--- src/design/lua_pkg.sv ---
// constants and types for the central line unit activation block
package lua_pkg;
  // timer durations and derived counts
  localparam int unsigned CLK_HZ        = 250_000_000; // device clock rate
  localparam int unsigned TICK_MS       = 1;           // prescaler tick, ms
  localparam int unsigned TICK_CYC      = CLK_HZ / 1000 * TICK_MS;
  localparam int unsigned ACT_TIME_MS   = 30_000;  // activation timer
  localparam int unsigned ECHO_TIME_MS  = 5_000;   // echo hold timer
  localparam int unsigned PEND_TIME_MS  = 2_000;   // sync regain window
  localparam int unsigned SIGL_TIME_MS  = 1_000;   // signal loss window
  localparam int unsigned RDY_REPEAT    = 6;       // ready bit repeats
  localparam int unsigned SYNC_MISS_MAX = 5;       // intermediate states
  localparam int unsigned TW            = 16;      // ms counter width
  localparam int unsigned PW            = 28;      // prescaler width

  // transmitter content
  typedef enum logic [2:0] {
    LUA_TX_SILENT = 3'h0,
    LUA_TX_INIT   = 3'h1,
    LUA_TX_FRAMED = 3'h2,
    LUA_TX_DATA   = 3'h4
  } lua_tx_e;

  // activation states, one-hot
  typedef enum logic [6:0] {
    LUA_INACTIVE = 7'h01,
    LUA_ACTIVATE = 7'h02,
    LUA_RX_ACT   = 7'h04,
    LUA_TX_ACT   = 7'h08,
    LUA_FULL     = 7'h10,
    LUA_PEND     = 7'h20,
    LUA_DEACT    = 7'h40
  } lua_act_e;

  // sync states, one-hot
  typedef enum logic [3:0] {
    LUA_OOS   = 4'h1,
    LUA_FIRST = 4'h2,
    LUA_INS   = 4'h4,
    LUA_MISS  = 4'h8
  } lua_sync_e;
endpackage

--- src/design/lua_activation.sv ---
// central line unit activation and frame sync state machines
`timescale 1ns/1ps
`default_nettype none
module lua_activation #(
  parameter int unsigned PRESCALE = lua_pkg::TICK_CYC // cycles per tick
) (
  // clock and resets
  input  wire logic          i_ref_clk,
  input  wire logic          i_arst_n,
  input  wire logic          i_srst,
  // control
  input  wire logic          i_activation_request,
  input  wire logic          i_quiet_command,
  input  wire logic          i_sensitive_mode,
  // receive side indications
  input  wire logic          i_remote_power,
  input  wire logic          i_signal_loss,
  input  wire logic          i_frame_strobe,
  input  wire logic          i_sync_word_hit,
  input  wire logic          i_overhead_valid,
  input  wire logic          i_remote_ready_bit,
  // transmit side
  output logic [2:0]         o_tx_mode,
  output logic               o_central_ready_bit,
  // status
  output logic [6:0]         o_act_state,
  output logic               o_sync_word_loss,
  output logic               o_central_rx_ready,
  output logic               o_remote_rx_ready,
  output logic               o_sync_loss_timeout,
  output logic               o_signal_loss_timeout
);

  // whole state of the block
  typedef struct packed {
    lua_pkg::lua_act_e  act;       // activation state
    lua_pkg::lua_sync_e sync;      // sync state
    logic [2:0]         miss;      // miss count in intermediate states
    lua_pkg::lua_tx_e   tx;        // transmit content
    logic               echo_run;  // echo hold timer running
    logic               power_seen;// remote power seen this attempt
    logic               act_exp;   // activation timer expired
    logic [lua_pkg::PW-1:0] pre;   // prescaler
    logic [lua_pkg::TW-1:0] act_t; // activation timer, ms
    logic [lua_pkg::TW-1:0] aux_t; // echo, pending or loss timer, ms
    logic [2:0]         rdy_cnt;   // remote ready bit repeats
    logic               crx;       // central receiver ready
    logic               rrx;       // remote receiver ready
    logic               swl;       // sync word loss
    logic               slt;       // sync loss timeout
    logic               sgt;       // signal loss timeout
  } lua_state_s;

  lua_state_s st;       // registered state
  lua_state_s next_st;  // next value

  // reset value: inactive, silent, out of sync, nothing ready
  localparam lua_state_s RST = '{
    act: lua_pkg::LUA_INACTIVE, sync: lua_pkg::LUA_OOS, miss: 3'h0,
    tx: lua_pkg::LUA_TX_SILENT, echo_run: 1'b0, power_seen: 1'b0,
    act_exp: 1'b0, pre: '0, act_t: '0, aux_t: '0, rdy_cnt: 3'h0,
    crx: 1'b0, rrx: 1'b0, swl: 1'b1, slt: 1'b0, sgt: 1'b0};

  localparam logic [lua_pkg::TW-1:0] ACT_MS  = lua_pkg::TW'(lua_pkg::ACT_TIME_MS);
  localparam logic [lua_pkg::TW-1:0] ECHO_MS = lua_pkg::TW'(lua_pkg::ECHO_TIME_MS);
  localparam logic [lua_pkg::TW-1:0] PEND_MS = lua_pkg::TW'(lua_pkg::PEND_TIME_MS);
  localparam logic [lua_pkg::TW-1:0] SIGL_MS = lua_pkg::TW'(lua_pkg::SIGL_TIME_MS);
  localparam logic [lua_pkg::PW-1:0] PRE_TOP = lua_pkg::PW'(PRESCALE - 1);
  localparam logic [2:0] MISS_TOP = 3'(lua_pkg::SYNC_MISS_MAX);
  localparam logic [2:0] RDY_TOP  = 3'(lua_pkg::RDY_REPEAT);

  logic tick;     // one millisecond enable
  logic in_sync;  // sync machine holds frame alignment

  // next state logic for both machines
  always_comb begin
    next_st = st;
    // single prescaled tick drives every long timer
    tick = (st.pre == PRE_TOP);
    next_st.pre = tick ? '0 : st.pre + 1'b1;

    // frame sync machine: evaluated once per frame slot
    if (st.act == lua_pkg::LUA_INACTIVE || st.act == lua_pkg::LUA_DEACT) begin
      // no link: stay hunting, loss asserted
      next_st.sync = lua_pkg::LUA_OOS;
      next_st.miss = 3'h0;
    end else if (i_frame_strobe) begin
      case (st.sync)
        lua_pkg::LUA_OOS: begin
          if (i_sync_word_hit) next_st.sync = lua_pkg::LUA_FIRST;
        end
        lua_pkg::LUA_FIRST: begin
          // second hit in the next frame confirms alignment
          next_st.sync = i_sync_word_hit ? lua_pkg::LUA_INS
                                         : lua_pkg::LUA_OOS;
        end
        lua_pkg::LUA_INS: begin
          if (!i_sync_word_hit) begin
            next_st.sync = lua_pkg::LUA_MISS;
            next_st.miss = 3'h1;
          end
        end
        lua_pkg::LUA_MISS: begin
          if (i_sync_word_hit) begin
            next_st.sync = lua_pkg::LUA_INS;
            next_st.miss = 3'h0;
          end else if (st.miss == MISS_TOP) begin
            // sixth consecutive miss
            next_st.sync = lua_pkg::LUA_OOS;
            next_st.miss = 3'h0;
          end else begin
            next_st.miss = st.miss + 3'h1;
          end
        end
        default: next_st.sync = lua_pkg::LUA_OOS;
      endcase
    end
    in_sync = (next_st.sync == lua_pkg::LUA_INS)
           || (next_st.sync == lua_pkg::LUA_MISS);
    next_st.swl = !in_sync;

    // activation timer counts in ms while running
    if (tick && st.act_t != '0) next_st.act_t = st.act_t - 1'b1;
    if (st.act_t == 16'h0001 && tick) next_st.act_exp = 1'b1;
    if (tick && st.aux_t != '0) next_st.aux_t = st.aux_t - 1'b1;

    // remote ready bit counter: six zeros in a row
    if (i_overhead_valid) begin
      if (i_remote_ready_bit) next_st.rdy_cnt = 3'h0;
      else if (st.rdy_cnt != RDY_TOP) next_st.rdy_cnt = st.rdy_cnt + 3'h1;
    end
    if (next_st.rdy_cnt == RDY_TOP) next_st.rrx = 1'b1;

    // activation machine
    case (st.act)
      lua_pkg::LUA_INACTIVE: begin
        next_st.tx = lua_pkg::LUA_TX_SILENT;
        if (i_activation_request) begin
          next_st.act        = lua_pkg::LUA_ACTIVATE;
          next_st.tx         = lua_pkg::LUA_TX_INIT;
          next_st.act_t      = ACT_MS;
          next_st.act_exp    = 1'b0;
          next_st.power_seen = 1'b0;
          next_st.echo_run   = 1'b0;
          next_st.crx = 1'b0;
          next_st.rrx = 1'b0;
          next_st.rdy_cnt = 3'h0;
          next_st.slt = 1'b0;
          next_st.sgt = 1'b0;
        end
      end
      lua_pkg::LUA_ACTIVATE: begin
        if (i_remote_power && !st.power_seen) begin
          // remote power: hold initial training, restart timer
          next_st.power_seen = 1'b1;
          next_st.echo_run   = 1'b1;
          next_st.aux_t      = ECHO_MS;
          next_st.act_t      = ACT_MS;
        end else if (st.echo_run && st.aux_t == '0) begin
          next_st.echo_run = 1'b0;
          next_st.tx       = lua_pkg::LUA_TX_FRAMED;
        end
        if (st.act_exp && st.swl) begin
          next_st.swl = 1'b1;
          next_st.tx  = lua_pkg::LUA_TX_SILENT;
          next_st.act = lua_pkg::LUA_DEACT;
          next_st.aux_t = SIGL_MS;
        end else if (!st.swl && st.tx == lua_pkg::LUA_TX_FRAMED) begin
          if (!st.rrx) begin
            next_st.crx = 1'b1;
            next_st.act = lua_pkg::LUA_RX_ACT;
          end else begin
            next_st.act = lua_pkg::LUA_TX_ACT;
            next_st.tx  = lua_pkg::LUA_TX_DATA;
          end
        end
      end
      lua_pkg::LUA_RX_ACT: begin
        if (st.rrx) begin
          next_st.act = lua_pkg::LUA_FULL;
          next_st.tx  = lua_pkg::LUA_TX_DATA;
        end else if (st.act_exp) begin
          next_st.act = lua_pkg::LUA_FULL;
          next_st.tx  = lua_pkg::LUA_TX_DATA;
        end
      end
      lua_pkg::LUA_TX_ACT: begin
        // noise margin is always met, so sync alone readies us
        if (!st.swl || (i_sensitive_mode && st.act_exp && !st.swl))
          begin
          next_st.crx = 1'b1;
          next_st.act = lua_pkg::LUA_FULL;
        end else if (st.act_exp) begin
          next_st.act = lua_pkg::LUA_FULL;
        end
      end
      lua_pkg::LUA_FULL: begin
        if (i_quiet_command) begin
          next_st.act = lua_pkg::LUA_DEACT;
          next_st.tx  = lua_pkg::LUA_TX_SILENT;
          next_st.aux_t = SIGL_MS;
        end else if (st.swl) begin
          next_st.act   = lua_pkg::LUA_PEND;
          next_st.aux_t = PEND_MS;
        end
      end
      lua_pkg::LUA_PEND: begin
        if (!st.swl) begin
          next_st.act = lua_pkg::LUA_FULL;
        end else if (st.aux_t == '0) begin
          next_st.slt = 1'b1;
          next_st.act = lua_pkg::LUA_DEACT;
          next_st.tx  = lua_pkg::LUA_TX_SILENT;
          next_st.aux_t = SIGL_MS;
        end
      end
      lua_pkg::LUA_DEACT: begin
        next_st.tx = lua_pkg::LUA_TX_SILENT;
        // any return of signal restarts the 1 s window
        if (!i_signal_loss) begin
          next_st.aux_t = SIGL_MS;
        end else if (st.aux_t == '0) begin
          next_st.sgt = 1'b1;
          next_st.act = lua_pkg::LUA_INACTIVE;
        end
      end
      default: next_st = RST;
    endcase

    // central ready keeps its previous value while inactive, even on a new request
    if (st.act == lua_pkg::LUA_INACTIVE) next_st.crx = st.crx;
    if (i_srst) next_st = RST;
  end

  // state register
  always_ff @(posedge i_ref_clk or negedge i_arst_n) begin
    if (!i_arst_n) begin
      st <= RST;
    end else begin
      st <= next_st;
    end
  end

  // outputs straight from state
  assign o_tx_mode             = st.tx;
  assign o_act_state           = st.act;
  assign o_sync_word_loss      = st.swl;
  assign o_central_rx_ready    = st.crx;
  assign o_remote_rx_ready     = st.rrx;
  assign o_sync_loss_timeout   = st.slt;
  assign o_signal_loss_timeout = st.sgt;
  // ready bit low is the ready indication, only when framed
  assign o_central_ready_bit   = !(st.crx && st.tx != lua_pkg::LUA_TX_SILENT
                                   && st.tx != lua_pkg::LUA_TX_INIT);

  // checks
  chk_deact_silent: assert property (@(posedge i_ref_clk) disable iff (!i_arst_n)
    st.act == lua_pkg::LUA_DEACT |=> st.tx == lua_pkg::LUA_TX_SILENT)
    else $error("transmitter not silent when deactivated");
  chk_req_starts: assert property (@(posedge i_ref_clk) disable iff (!i_arst_n)
    (st.act == lua_pkg::LUA_INACTIVE && i_activation_request && !i_srst)
    |=> st.act == lua_pkg::LUA_ACTIVATE)
    else $error("request did not start activation");
  chk_quiet_exit: assert property (@(posedge i_ref_clk) disable iff (!i_arst_n)
    (st.act == lua_pkg::LUA_FULL && i_quiet_command && !i_srst)
    |=> st.act == lua_pkg::LUA_DEACT)
    else $error("quiet did not deactivate");
  chk_loss_pend: assert property (@(posedge i_ref_clk) disable iff (!i_arst_n)
    (st.act == lua_pkg::LUA_FULL && !i_quiet_command && st.swl && !i_srst)
    |=> st.act == lua_pkg::LUA_PEND)
    else $error("sync loss did not enter pending");
  chk_first_confirm: assert property (@(posedge i_ref_clk) disable iff (!i_arst_n)
    (st.sync == lua_pkg::LUA_FIRST && i_frame_strobe && i_sync_word_hit
     && st.act != lua_pkg::LUA_DEACT && st.act != lua_pkg::LUA_INACTIVE
     && !i_srst) |=> (st.sync == lua_pkg::LUA_INS && !st.swl))
    else $error("second sync word did not lock");
  chk_miss_recover: assert property (@(posedge i_ref_clk) disable iff (!i_arst_n)
    (st.sync == lua_pkg::LUA_MISS && i_frame_strobe && i_sync_word_hit
     && st.act != lua_pkg::LUA_DEACT && st.act != lua_pkg::LUA_INACTIVE
     && !i_srst) |=> st.sync == lua_pkg::LUA_INS)
    else $error("sync word in miss state not recovered");
  chk_miss_bound: assert property (@(posedge i_ref_clk) disable iff (!i_arst_n)
    st.sync == lua_pkg::LUA_MISS |-> (st.miss >= 3'h1 && st.miss <= MISS_TOP))
    else $error("miss count out of range");
  chk_swl_oos: assert property (@(posedge i_ref_clk) disable iff (!i_arst_n)
    (st.sync == lua_pkg::LUA_OOS || st.sync == lua_pkg::LUA_FIRST) |-> st.swl)
    else $error("loss flag low while unsynchronised");
  chk_srst_clear: assert property (@(posedge i_ref_clk) disable iff (!i_arst_n)
    i_srst |=> (st.act == lua_pkg::LUA_INACTIVE && !st.crx && !st.rrx))
    else $error("reset did not clear");
endmodule
`default_nettype wire

--- config.mk ---
export PLATFORM = sky130hd
export DESIGN_NAME = lua_activation
export DESIGN_NICKNAME = d
export VERILOG_FILES = /design/src/design/lua_pkg.sv /design/src/design/lua_activation.sv
export SDC_FILE = /design/constraint.sdc
export NUM_CORES = 1
export LEC_CHECK = 0
export ABC_AREA = 1
export BUFFER_PORTS_ARGS = -buffer_cell sky130_fd_sc_hd__buf_2
export CORE_MARGIN = 3
export CORE_UTILIZATION = 37
export CTS_CLUSTER_DIAMETER = 50
export DETAILED_ROUTE_END_ITERATION = 16
export REMOVE_ABC_BUFFERS = 1
export SLEW_MARGIN = 10
export SYNTH_ARGS = -nofsm -noshare
export SYNTH_HDL_FRONTEND = slang
export SYNTH_SLANG_ARGS = --single-unit
--- constraint.sdc ---
create_clock -name i_ref_clk -period 2.17 [get_ports i_ref_clk]
set_input_delay 0.651 -clock i_ref_clk [delete_from_list [all_inputs] [get_ports i_ref_clk]]
set_output_delay 0.651 -clock i_ref_clk [all_outputs]
set_load 0.02 [all_outputs]
==> results of run 1 <==
stage by stage:
stage | instance area [um2] | setup slack [ns] | utilization [%] | total power, mW
floorplan | 6080 | 0.311 | - | 3.48
global placement | 6600 | 0.177 | 40.7 | 4.03
detailed placement | 6600 | 0.139 | 40.7 | 4.04
CTS | 6890 | 0.133 | 42.4 | 5.60
global route | 6920 | 0.0109 | 42.6 | 5.93
finish | 6920 | 0.208 | 42.6 | 5.55
routing by layer:
| layer | vias up | GRT usage [%] | routed length [um] |
|---|---|---|---|
| met3 | 7 | 3.07 | 516 |
| met2 | 94 | 25.6 | 6540 |
| li1 | 2768 | - | - |
| met1 | 2506 | 24.7 | 7490 |
| met5 | - | 0 | 0 |
| met4 | 0 | 3.92 | 149 |
synth_stat cells, drive strengths merged (5+ instances only):
cell	n	area, um2
dfrtp	85	2130
nor2	182	923
nor3	27	171
o22ai	5	31.3
inv	94	370
a21oi	24	124
nand3	59	360
xor2	35	307
nand4	17	113
nand2	210	862
o21ai	53	277
buf	19	174
xnor2	14	123
ha	7	87.6
power by group through the flow:
stage	clock, mW	sequential (mW)	combinational [mW]
after detailed placement	0	1.96	2.08
after global routing	1.65	1.95	2.33
after global placement	0	1.96	2.07
final	1.54	1.93	2.08
after CTS	1.59	1.93	2.09
after floorplan	0	1.98	1.50
state kept, by name (all words and copies together), names as in the netlist:
register               cells
o_remote_rx_ready          1
o_sync_loss_timeout        1
o_sync_word_loss           1
st                        73
o_act_state                7
o_central_rx_ready         1
o_tx_mode                  3
o_signal_loss_timeout      1
logic make-up after synthesis:
kind of cell,share of synthesized area (%)
flops,35.2
compound gates,7.59
buf+inv,8.93
fa+ha+maj,1.40
xor+xnor,6.85
simple gates,40.0
area by class of cell:
type	count	area, um2
clock buffers	9	225
clock inverters	7	62.6
fillers	1688	9320
inverters	95	377
multi-input cells	649	3520
flip-flops and latches	88	2210
well taps	216	270
repair buffers	37	253
how the worst min path moves through the flow:
stage | startpoint | end | slack [ns] | cells after the start
2_1_floorplan | i_arst_n | o_act_state[1] | 0.36 | 0
3_3_place_gp | o_sync_loss_timeout | o_sync_loss_timeout | 0.49 | 2
3_5_place_dp | o_sync_loss_timeout | o_sync_loss_timeout | 0.49 | 2
4_1_cts | i_arst_n | st[7] | 0.29 | 1
5_1_grt | i_arst_n | st[5] | 0.30 | 1
6_report | i_arst_n | st[7] | 0.28 | 1
critical path: cells and delay by family (launching register included):
kind	cells	cell delay, ns
and+or+nand+nor	7	0.87
DFF	1	0.42
AOI/OAI and AO/OA	1	0.26
adders and majority gates	1	0.21
buffers and inverters	1	0.09
==> metrics, run 1 <==
status finished, final reports clean; CTS Buf Count 9; share of power burned in registers 34.7%; worst-path maximum fanout 7; Slew @ Worst Pin 0.526 ns; initial core utilization 38.6%; largest net degree at the start of global routing 38; setup TNS 0 ns; Top Ports 28; layout cells sized above 1 15.4%; PortBufs 26; top_reg_cell synth dfrtp_1; Power Internal 3.25 mW; clk_lat worst skew 0.35 ns; Fin Hold WS 0.278 ns; dpl hpwl 11.3 mm; post-synth cell types 47; Final Net Count 899; CP required 2.40 ns; final hold vios 0; startpoint types flop; Area Growth Syn to Fin 10.5%; post-CTS sizing 0; CTS root buf clkbuf_16; Worst setup EP type flop; switching power 2.29 mW; crit path kind flop to flop; r2r setup slk 0.21 ns; crit-path max cell delay 0.42 ns; Finish-stage setup viols 0; Max VDD drop 0.537 mV; ys async rst share 100%; launch point of the worst reg-to-reg path st[8]; Slowest-stage cell, CP dfrtp_1; r2r endpoint st[23]; remaining global-route overflow 0; Routed Antenna Nets 0; CTS tree done; Final period util 90.4%; Clk pwr share 27.8%; final wirelength 14.7 mm; Worst Setup SP st[8]; Worst-path clk slew 0.07 ns; area of the mapped netlist 0.00626 mm2; Max-slew headroom 64.9%; synthesized flop and latch total 88; Cells after DPL 1085; Total GRT Usage 16.8%; fin crit period 1.96 ns; Via density 4.88; crit path capture st[23]; RSZ-0062 raised after global routing no; fmax 510 MHz; FP Rows 46; Sw Ratio 41.4%; synthesized instance count 854; Post-CTS Setup Inserts 0; Die ar. 0.0185 mm2; clock skew 0.0109 ns; # hold bufs at CTS 0; most common cell after layout, fill and taps aside nand2_1; wire per inst 13.3 um; sequential element share of the synthesized area 35.2%; n_diodes 0; mean area per synthesized cell 7.33 um2; most frequent cells in the layout nand2_1 (198), nor2_1 (144), dfrtp_1 (85); Comb pwr share 37.4%; worst hold path class input pin to async pin; vias in the first global route 5016; CP Cell Sequence inv_1 > ha_2 > nand2_2 > nor2_4 > nand2_4 > nand2_1 > nand3_1 > nand2b_4 > o21ai_4 > nor2_1; # clock sinks 88; first-pass GRT wire length 25.0 mm; WP data arrival 2.19 ns; via count 5375; Final Max Slew Viols 0; initial DRC count 336; overall die width 136 um; initial antenna violation count 0; fin cells 1101; number of max-cap violations 0; Leakage 3.25 nW; FF-to-FF path depth 10; CTS H-tree depth 3; Synthesis Warnings 0; Clock Tree Buf Depth 2; Routability Congestion 0.895; number of remaining DRC errors 0; Post-synth EDFFs 0; die extent in y 136 um; Power Density 802 mW/mm2; core area 0.0162 mm2; Initial DRT Pass Iterations 4
(Power assumes the default switching activity.)
==> inputs of run 2 (changes only) <==
- BUFFER_PORTS_ARGS: -buffer_cell sky130_fd_sc_hd__buf_2 -> not set
- DONT_BUFFER_PORTS: not set -> 1
- clock period: 2.17 -> 1.8 ns (I/O delays scaled with it)
==> run 2 against run 1 <==
Compared with the run above:
- the flow now finishes with violations (hold timing, setup timing)
- final area increased by 16%
- flip-flop and latch count did not move
- clock-buffer cell count unchanged
- clock skew fell by 0.0031 ns
- worst hold slack got worse by 0.40 ns
- via count grew 5.1%
- setup slack lost 0.22 ns
- critical path depth rose by 1
- core utilization up 6.9 points
- total power increased by 39%
- critical path type unchanged
- critical endpoint is now st[60]
- largest cell class unchanged
- highest routed layer unchanged
==> metrics, run 2 (synthesized netlist as in run 1, its figures left out) <==
clk_lat worst skew 0.35 ns (about the same); r2r endpoint st[60] (was st[23]); core area 0.0162 mm2 (unchanged); WP data arrival 2.05 ns (was 2.19 ns); Area Growth Syn to Fin 28.4% (was 10.5%); max FFs per register 73 (unchanged); number of max-cap violations 0 (unchanged); crit path kind flop to flop (unchanged); fill count 1585 (was 1688); CTS H-tree depth 3 (unchanged); PortBufs 0 (was 26); largest net degree at the start of global routing 89 (was 38); launch point of the worst reg-to-reg path o_act_state[0] (was st[8]); Final period util 101% (was 90.4%); die extent in y 136 um (unchanged); Final Max Slew Viols 0 (unchanged); Worst setup EP type flop (unchanged); layout cells sized above 1 31.5% (was 15.4%); Worst-path clk slew 0.07 ns (about the same); Via density 4.80 (was 4.88); placed standard-cell area 0.00714 mm2 (was 0.00660 mm2); Final Net Count 974 (was 899); fmax 550 MHz (was 510 MHz); overall die width 136 um (unchanged); n_diodes 0 (unchanged); fin crit period 1.82 ns (was 1.96 ns); via count 5649 (was 5375); worst-path maximum fanout 8 (was 7); Final WS setup -0.0165 ns (was 0.208 ns); violated checks hold timing, setup timing; Max-slew headroom 66.3% (was 64.9%); final hold vios 85 (was 0); Leakage 3.77 nW (was 3.25 nW); Top Ports 28 (unchanged); Max VDD drop 0.690 mV (was 0.537 mV); startpoint types flop (unchanged); crit-path max cell delay 0.57 ns (was 0.42 ns); wire per inst 13.5 um (was 13.3 um); post-route cell area 0.00804 mm2 (was 0.00692 mm2); remaining global-route overflow 0 (unchanged); Met1 Routed Length 8.16 mm (was 7.49 mm); initial core utilization 38.6% (unchanged); dpl hpwl 11.7 mm (was 11.3 mm); FF-to-FF path depth 11 (was 10); DR WL met3 402 um (was 516 um); final wirelength 15.9 mm (was 14.7 mm); Biggest register st (unchanged); status finished, violations left (was finished, final reports clean); r2r setup slk -0.02 ns (was 0.21 ns); most frequent cells in the layout nand2_1 (174), nor2_1 (121), buf_4 (93) (was nand2_1 (198), nor2_1 (144), dfrtp_1 (85)); worst hold path class input pin to async pin (unchanged); clock skew 0.00777 ns (was 0.0109 ns); DR WL met2 7.13 mm (was 6.54 mm); CP required 2.03 ns (was 2.40 ns); Slowest-stage cell, CP dfstp_2 (was dfrtp_1); Routed Antenna Nets 0 (unchanged); Finish-stage setup viols 18 (was 0); CTS Buf Count 9 (unchanged); initial DRC count 302 (was 336); vias in the first global route 5162 (was 5016); # clock sinks 88 (unchanged); CP Cell Sequence nor2_4 > nand2_4 > nor2_4 > buf_12 > nor2_4 > nand3_4 > nand2_4 > inv_8 > nand2_8 > buf_12 > nor2_4 (was inv_1 > ha_2 > nand2_2 > nor2_4 > nand2_4 > nand2_1 > nand3_1 > nand2b_4 > o21ai_4 > nor2_1); most common cell after layout, fill and taps aside nand2_1 (unchanged); Slew @ Worst Pin 0.504 ns (was 0.526 ns); Total GRT Usage 17.4% (was 16.8%); Clock Tree Buf Depth 2 (unchanged); Die ar. 0.0185 mm2 (unchanged); RSZ-0062 raised after global routing yes (was no); setup TNS -0.160 ns (was 0 ns); CTS root buf clkbuf_16 (unchanged); Fin Hold WS -0.120 ns (was 0.278 ns); FP Rows 46 (unchanged); number of remaining DRC errors 0 (unchanged); Power Density 958 mW/mm2 (was 802 mW/mm2); most frequent CP cell nor2_4; highest metal used met4 (unchanged); Initial DRT Pass Iterations 4 (unchanged); CTS tree done (unchanged); Routability Congestion 0.904 (was 0.895); first-pass GRT wire length 25.7 mm (was 25.0 mm); initial antenna violation count 0 (unchanged)
## run 2: cell types whose count changed in the layout (fill, tap and decap cells not counted), sizes merged
| cell | before | now |
|---|---|---|
| buf | 37 | 111 |
| clkinv | 1 | 6 |
| clkinvlp | 3 | 0 |
| inv | 98 | 95 |
| bufinv | 0 | 1 |
| clkbuf | 9 | 10 |
## run 2: what timing repair did
| action | in CTS | in global routing |
|---|---|---|
| buffers inserted | 0 | 19 |
| endpoints found under the setup margin | 32 | 77 |
| endpoints found under the hold margin | 85 | 85 |
| cloned | 0 | 1 |
| pin swaps | 2 | 58 |
| gates resized for setup | 12 | 135 |
## run 2: power breakdown
group          switching [mW]  total, mW  internal [mW]  leakage, nW
Combinational            1.94       3.41           1.47         2.43
Sequential              0.202       2.35           2.14         1.20
Clock                   0.852       1.94           1.09        0.150
## run 2: critical path: cells and delay by family, from the launching register on
family	cells	cell delay, ns
AND/OR/NAND/NOR	8	0.80
buffers and inverters	3	0.34
flip-flops	1	0.57
## run 2: worst max path at each step
stage,startpoint,endpoint,cells after the start
2_1_floorplan,o_act_state[0],st[64],11
3_3_place_gp,st[8],o_act_state[1],8
3_5_place_dp,st[8],st[19],10
4_1_cts,o_act_state[3],st[20],10
5_1_grt,st[14],st[12],10
6_report,o_act_state[0],st[60],11
## run 2: area by class of cell
type | instances | area, um2 | area share, %
multi-input cells | 649 | 3850 | 47.9
clock inverters | 7 | 78.8 | 0.981
clock buffers | 9 | 225 | 2.80
inverters | 95 | 394 | 4.90
flip-flops and latches | 88 | 2220 | 27.6
well taps | 216 | 270 | 3.36
repair buffers | 112 | 1000 | 12.5
## run 2: metal layers
layer | up-vias | global-route usage [%]
met3 | 9 | 2.41
met1 | 2658 | 25.8
li1 | 2917 | -
met4 | 0 | 5.26
met5 | - | 0
met2 | 65 | 26.3
## run 2: through the flow
step / cells / setup slack, ns / util [%] / total power, mW
floorplan: 832 / -0.0588 / - / 4.20
global placement: 1140 / -0.0412 / 44.0 / 5.34
detailed placement: 1140 / -0.0435 / 44.0 / 5.34
CTS: 1156 / -0.0127 / 46.1 / 7.33
global route: 1176 / -0.105 / 49.5 / 8.18
finish: 1176 / -0.0165 / 49.5 / 7.70
==> inputs of run 3 (changes only) <==
- PLACE_DENSITY: not set -> 0.51
==> run 3 against run 2 <==
Compared with the run above:
- routed wire length increased by 7.5%
- setup slack improved by 0.0099 ns
- the run still ends with hold timing, setup timing left
- largest power group unchanged
- via count increased by 4.3%
- clock power increased by 7%
==> metrics, run 3 (synthesized netlist as in run 1, its figures left out) <==
layout cells sized above 1 33.1% (was 31.5%); largest net degree at the start of global routing 89 (unchanged); crit-path max cell delay 0.58 ns (was 0.57 ns); Buf/Inv on CP 1 (was 3); Area Growth Syn to Fin 32.0% (was 28.4%); dpl hpwl 12.3 mm (was 11.7 mm); crit path kind flop to flop (unchanged); CP required 2.04 ns (was 2.03 ns); Slowest-stage cell, CP dfstp_2 (unchanged); Max VDD drop 0.785 mV (was 0.690 mV); most common cell after layout, fill and taps aside nand2_1 (unchanged); Leakage 3.87 nW (was 3.77 nW); final wirelength 17.1 mm (was 15.9 mm); first-pass GRT wire length 27.4 mm (was 25.7 mm); CTS root buf clkbuf_16 (unchanged); Die ar. 0.0185 mm2 (unchanged); Routability Congestion 0.906 (was 0.904); violated checks hold timing, setup timing (unchanged); initial DRC count 385 (was 302); Max-slew headroom 65.6% (was 66.3%); vias in the first global route 5409 (was 5162); overall die width 136 um (unchanged); Initial DRT Pass Iterations 5 (was 4); fin crit period 1.81 ns (was 1.82 ns); CTS H-tree depth 3 (unchanged); n_diodes 0 (unchanged); Slew @ Worst Pin 0.514 ns (was 0.504 ns); status finished, violations left (unchanged); FP Rows 46 (unchanged); WP data arrival 2.04 ns (was 2.05 ns); Final Net Count 999 (was 974); Via density 4.91 (was 4.80); Worst Setup SP o_act_state[0] (unchanged); Total GRT Usage 18.6% (was 17.4%); CP delay by family, top simple AND/OR/NAND/NOR gates (unchanged); initial antenna violation count 0 (unchanged); final hold vios 85 (unchanged); remaining global-route overflow 0 (unchanged); CTS tree done (unchanged); placed standard-cell area 0.00717 mm2 (was 0.00714 mm2); startpoint types flop (unchanged); Biggest register st (unchanged); Finish-stage setup viols 1 (was 18); max FFs per register 73 (unchanged); core area 0.0162 mm2 (unchanged); worst-path maximum fanout 5 (was 8); number of remaining DRC errors 0 (unchanged); PortBufs 0 (unchanged); most frequent cells in the layout nand2_1 (178), buf_4 (116), nor2_1 (115) (was nand2_1 (174), nor2_1 (121), buf_4 (93)); RSZ-0062 raised after global routing yes (unchanged); fmax 554 MHz (was 550 MHz); number of max-cap violations 0 (unchanged); Top Ports 28 (unchanged); Final WS setup -0.00667 ns (was -0.0165 ns); die extent in y 136 um (unchanged); via count 5890 (was 5649); # clock sinks 88 (unchanged); initial core utilization 38.6% (unchanged); clk_lat worst skew 0.35 ns (about the same); most frequent CP cell nand2_4 (was nor2_4); Power Density 960 mW/mm2 (was 958 mW/mm2); fill count 1602 (was 1585); Worst setup EP type flop (unchanged); post-route cell area 0.00827 mm2 (was 0.00804 mm2); worst hold path class input pin to async pin (unchanged); wire per inst 14.2 um (was 13.5 um); pre-CTS setup slack -0.104 ns (was -0.0435 ns); Clock Tree Buf Depth 2 (unchanged); CP Cell Sequence nor2_2 > nand2_4 > nor2_4 > buf_4 > nor3_4 > nand3_2 > nand2_4 > o22ai_1 (was nor2_4 > nand2_4 > nor2_4 > buf_12 > nor2_4 > nand3_4 > nand2_4 > inv_8 > nand2_8 > buf_12 > nor2_4); Final period util 100% (was 101%); setup TNS -0.00667 ns (was -0.160 ns); Final Max Slew Viols 0 (unchanged); Fin Hold WS -0.117 ns (was -0.120 ns); clock skew 0.00904 ns (was 0.00777 ns); launch point of the worst reg-to-reg path o_act_state[0] (unchanged); Routed Antenna Nets 0 (unchanged); CTS Buf Count 9 (unchanged); Worst-path clk slew 0.07 ns (about the same)
## run 3: changes by cell type in the layout (fill, tap and decap cells not counted), sizes merged
cell      before  now
buf          111  135
bufinv         1    2
nand2        210  212
inv           95   94
clkinv         6    3
clkinvlp       0    1
## run 3: final cells by class
class,count,area [um2],share of cell area [%]
Inverter,95,394,4.77
Sequential cell,88,2210,26.8
Multi-Input combinational cell,651,3910,47.3
Clock inverter,5,81.3,0.984
Tap cell,216,270,3.27
Timing Repair Buffer,135,1160,14.0
Clock buffer,10,239,2.89
## run 3: stage by stage
| step | power, mW | std cells | utilization [%] |
|---|---|---|---|
| finish | 7.94 | 1200 | 50.9 |
| global route | 8.44 | 1200 | 50.9 |
| CTS | 7.51 | 1169 | 46.9 |
| detailed placement | 5.29 | 1146 | 44.2 |
| global placement | 5.26 | 1146 | 44.2 |
| floorplan | 4.20 | 832 | - |
## run 3: layer usage
metal	share of wire [%]	global-route usage, %	up-vias
li1	-	-	2962
met4	1.6	4.70	0
met5	0	0	-
met2	46	28.5	121
met3	4.3	4.52	22
met1	48	26.4	2785
## run 3: where the power goes
group / leakage, nW / switching [mW] / internal (mW)
clock network: 0.155 / 0.832 / 1.25
registers: 1.20 / 0.201 / 2.14
logic: 2.52 / 2.02 / 1.49
total: 3.87 / 3.06 / 4.88
## run 3: path summary, 6_finish.rpt
check / slack, ns / depth (start not counted) / to
min: -0.12 / 0 / st[39]
max reg2reg: -0.007 / 8 / st[69]
min reg2reg: 0.53 / 2 / st[70]
max in group asynchronous: 1.67 / 0 / o_sync_word_loss
max: -0.007 / 8 / st[69]
min in group i_ref_clk: 0.24 / 1 / st[14]
## run 3: what timing repair did
item | 4_1_cts | 5_1_grt
endpoints found under the setup margin | 60 | 82
endpoints found under the hold margin | 85 | 85
cloned | 0 | 2
setup buffers | 8 | 29
pin swaps | 9 | 35
resized for setup | 21 | 135
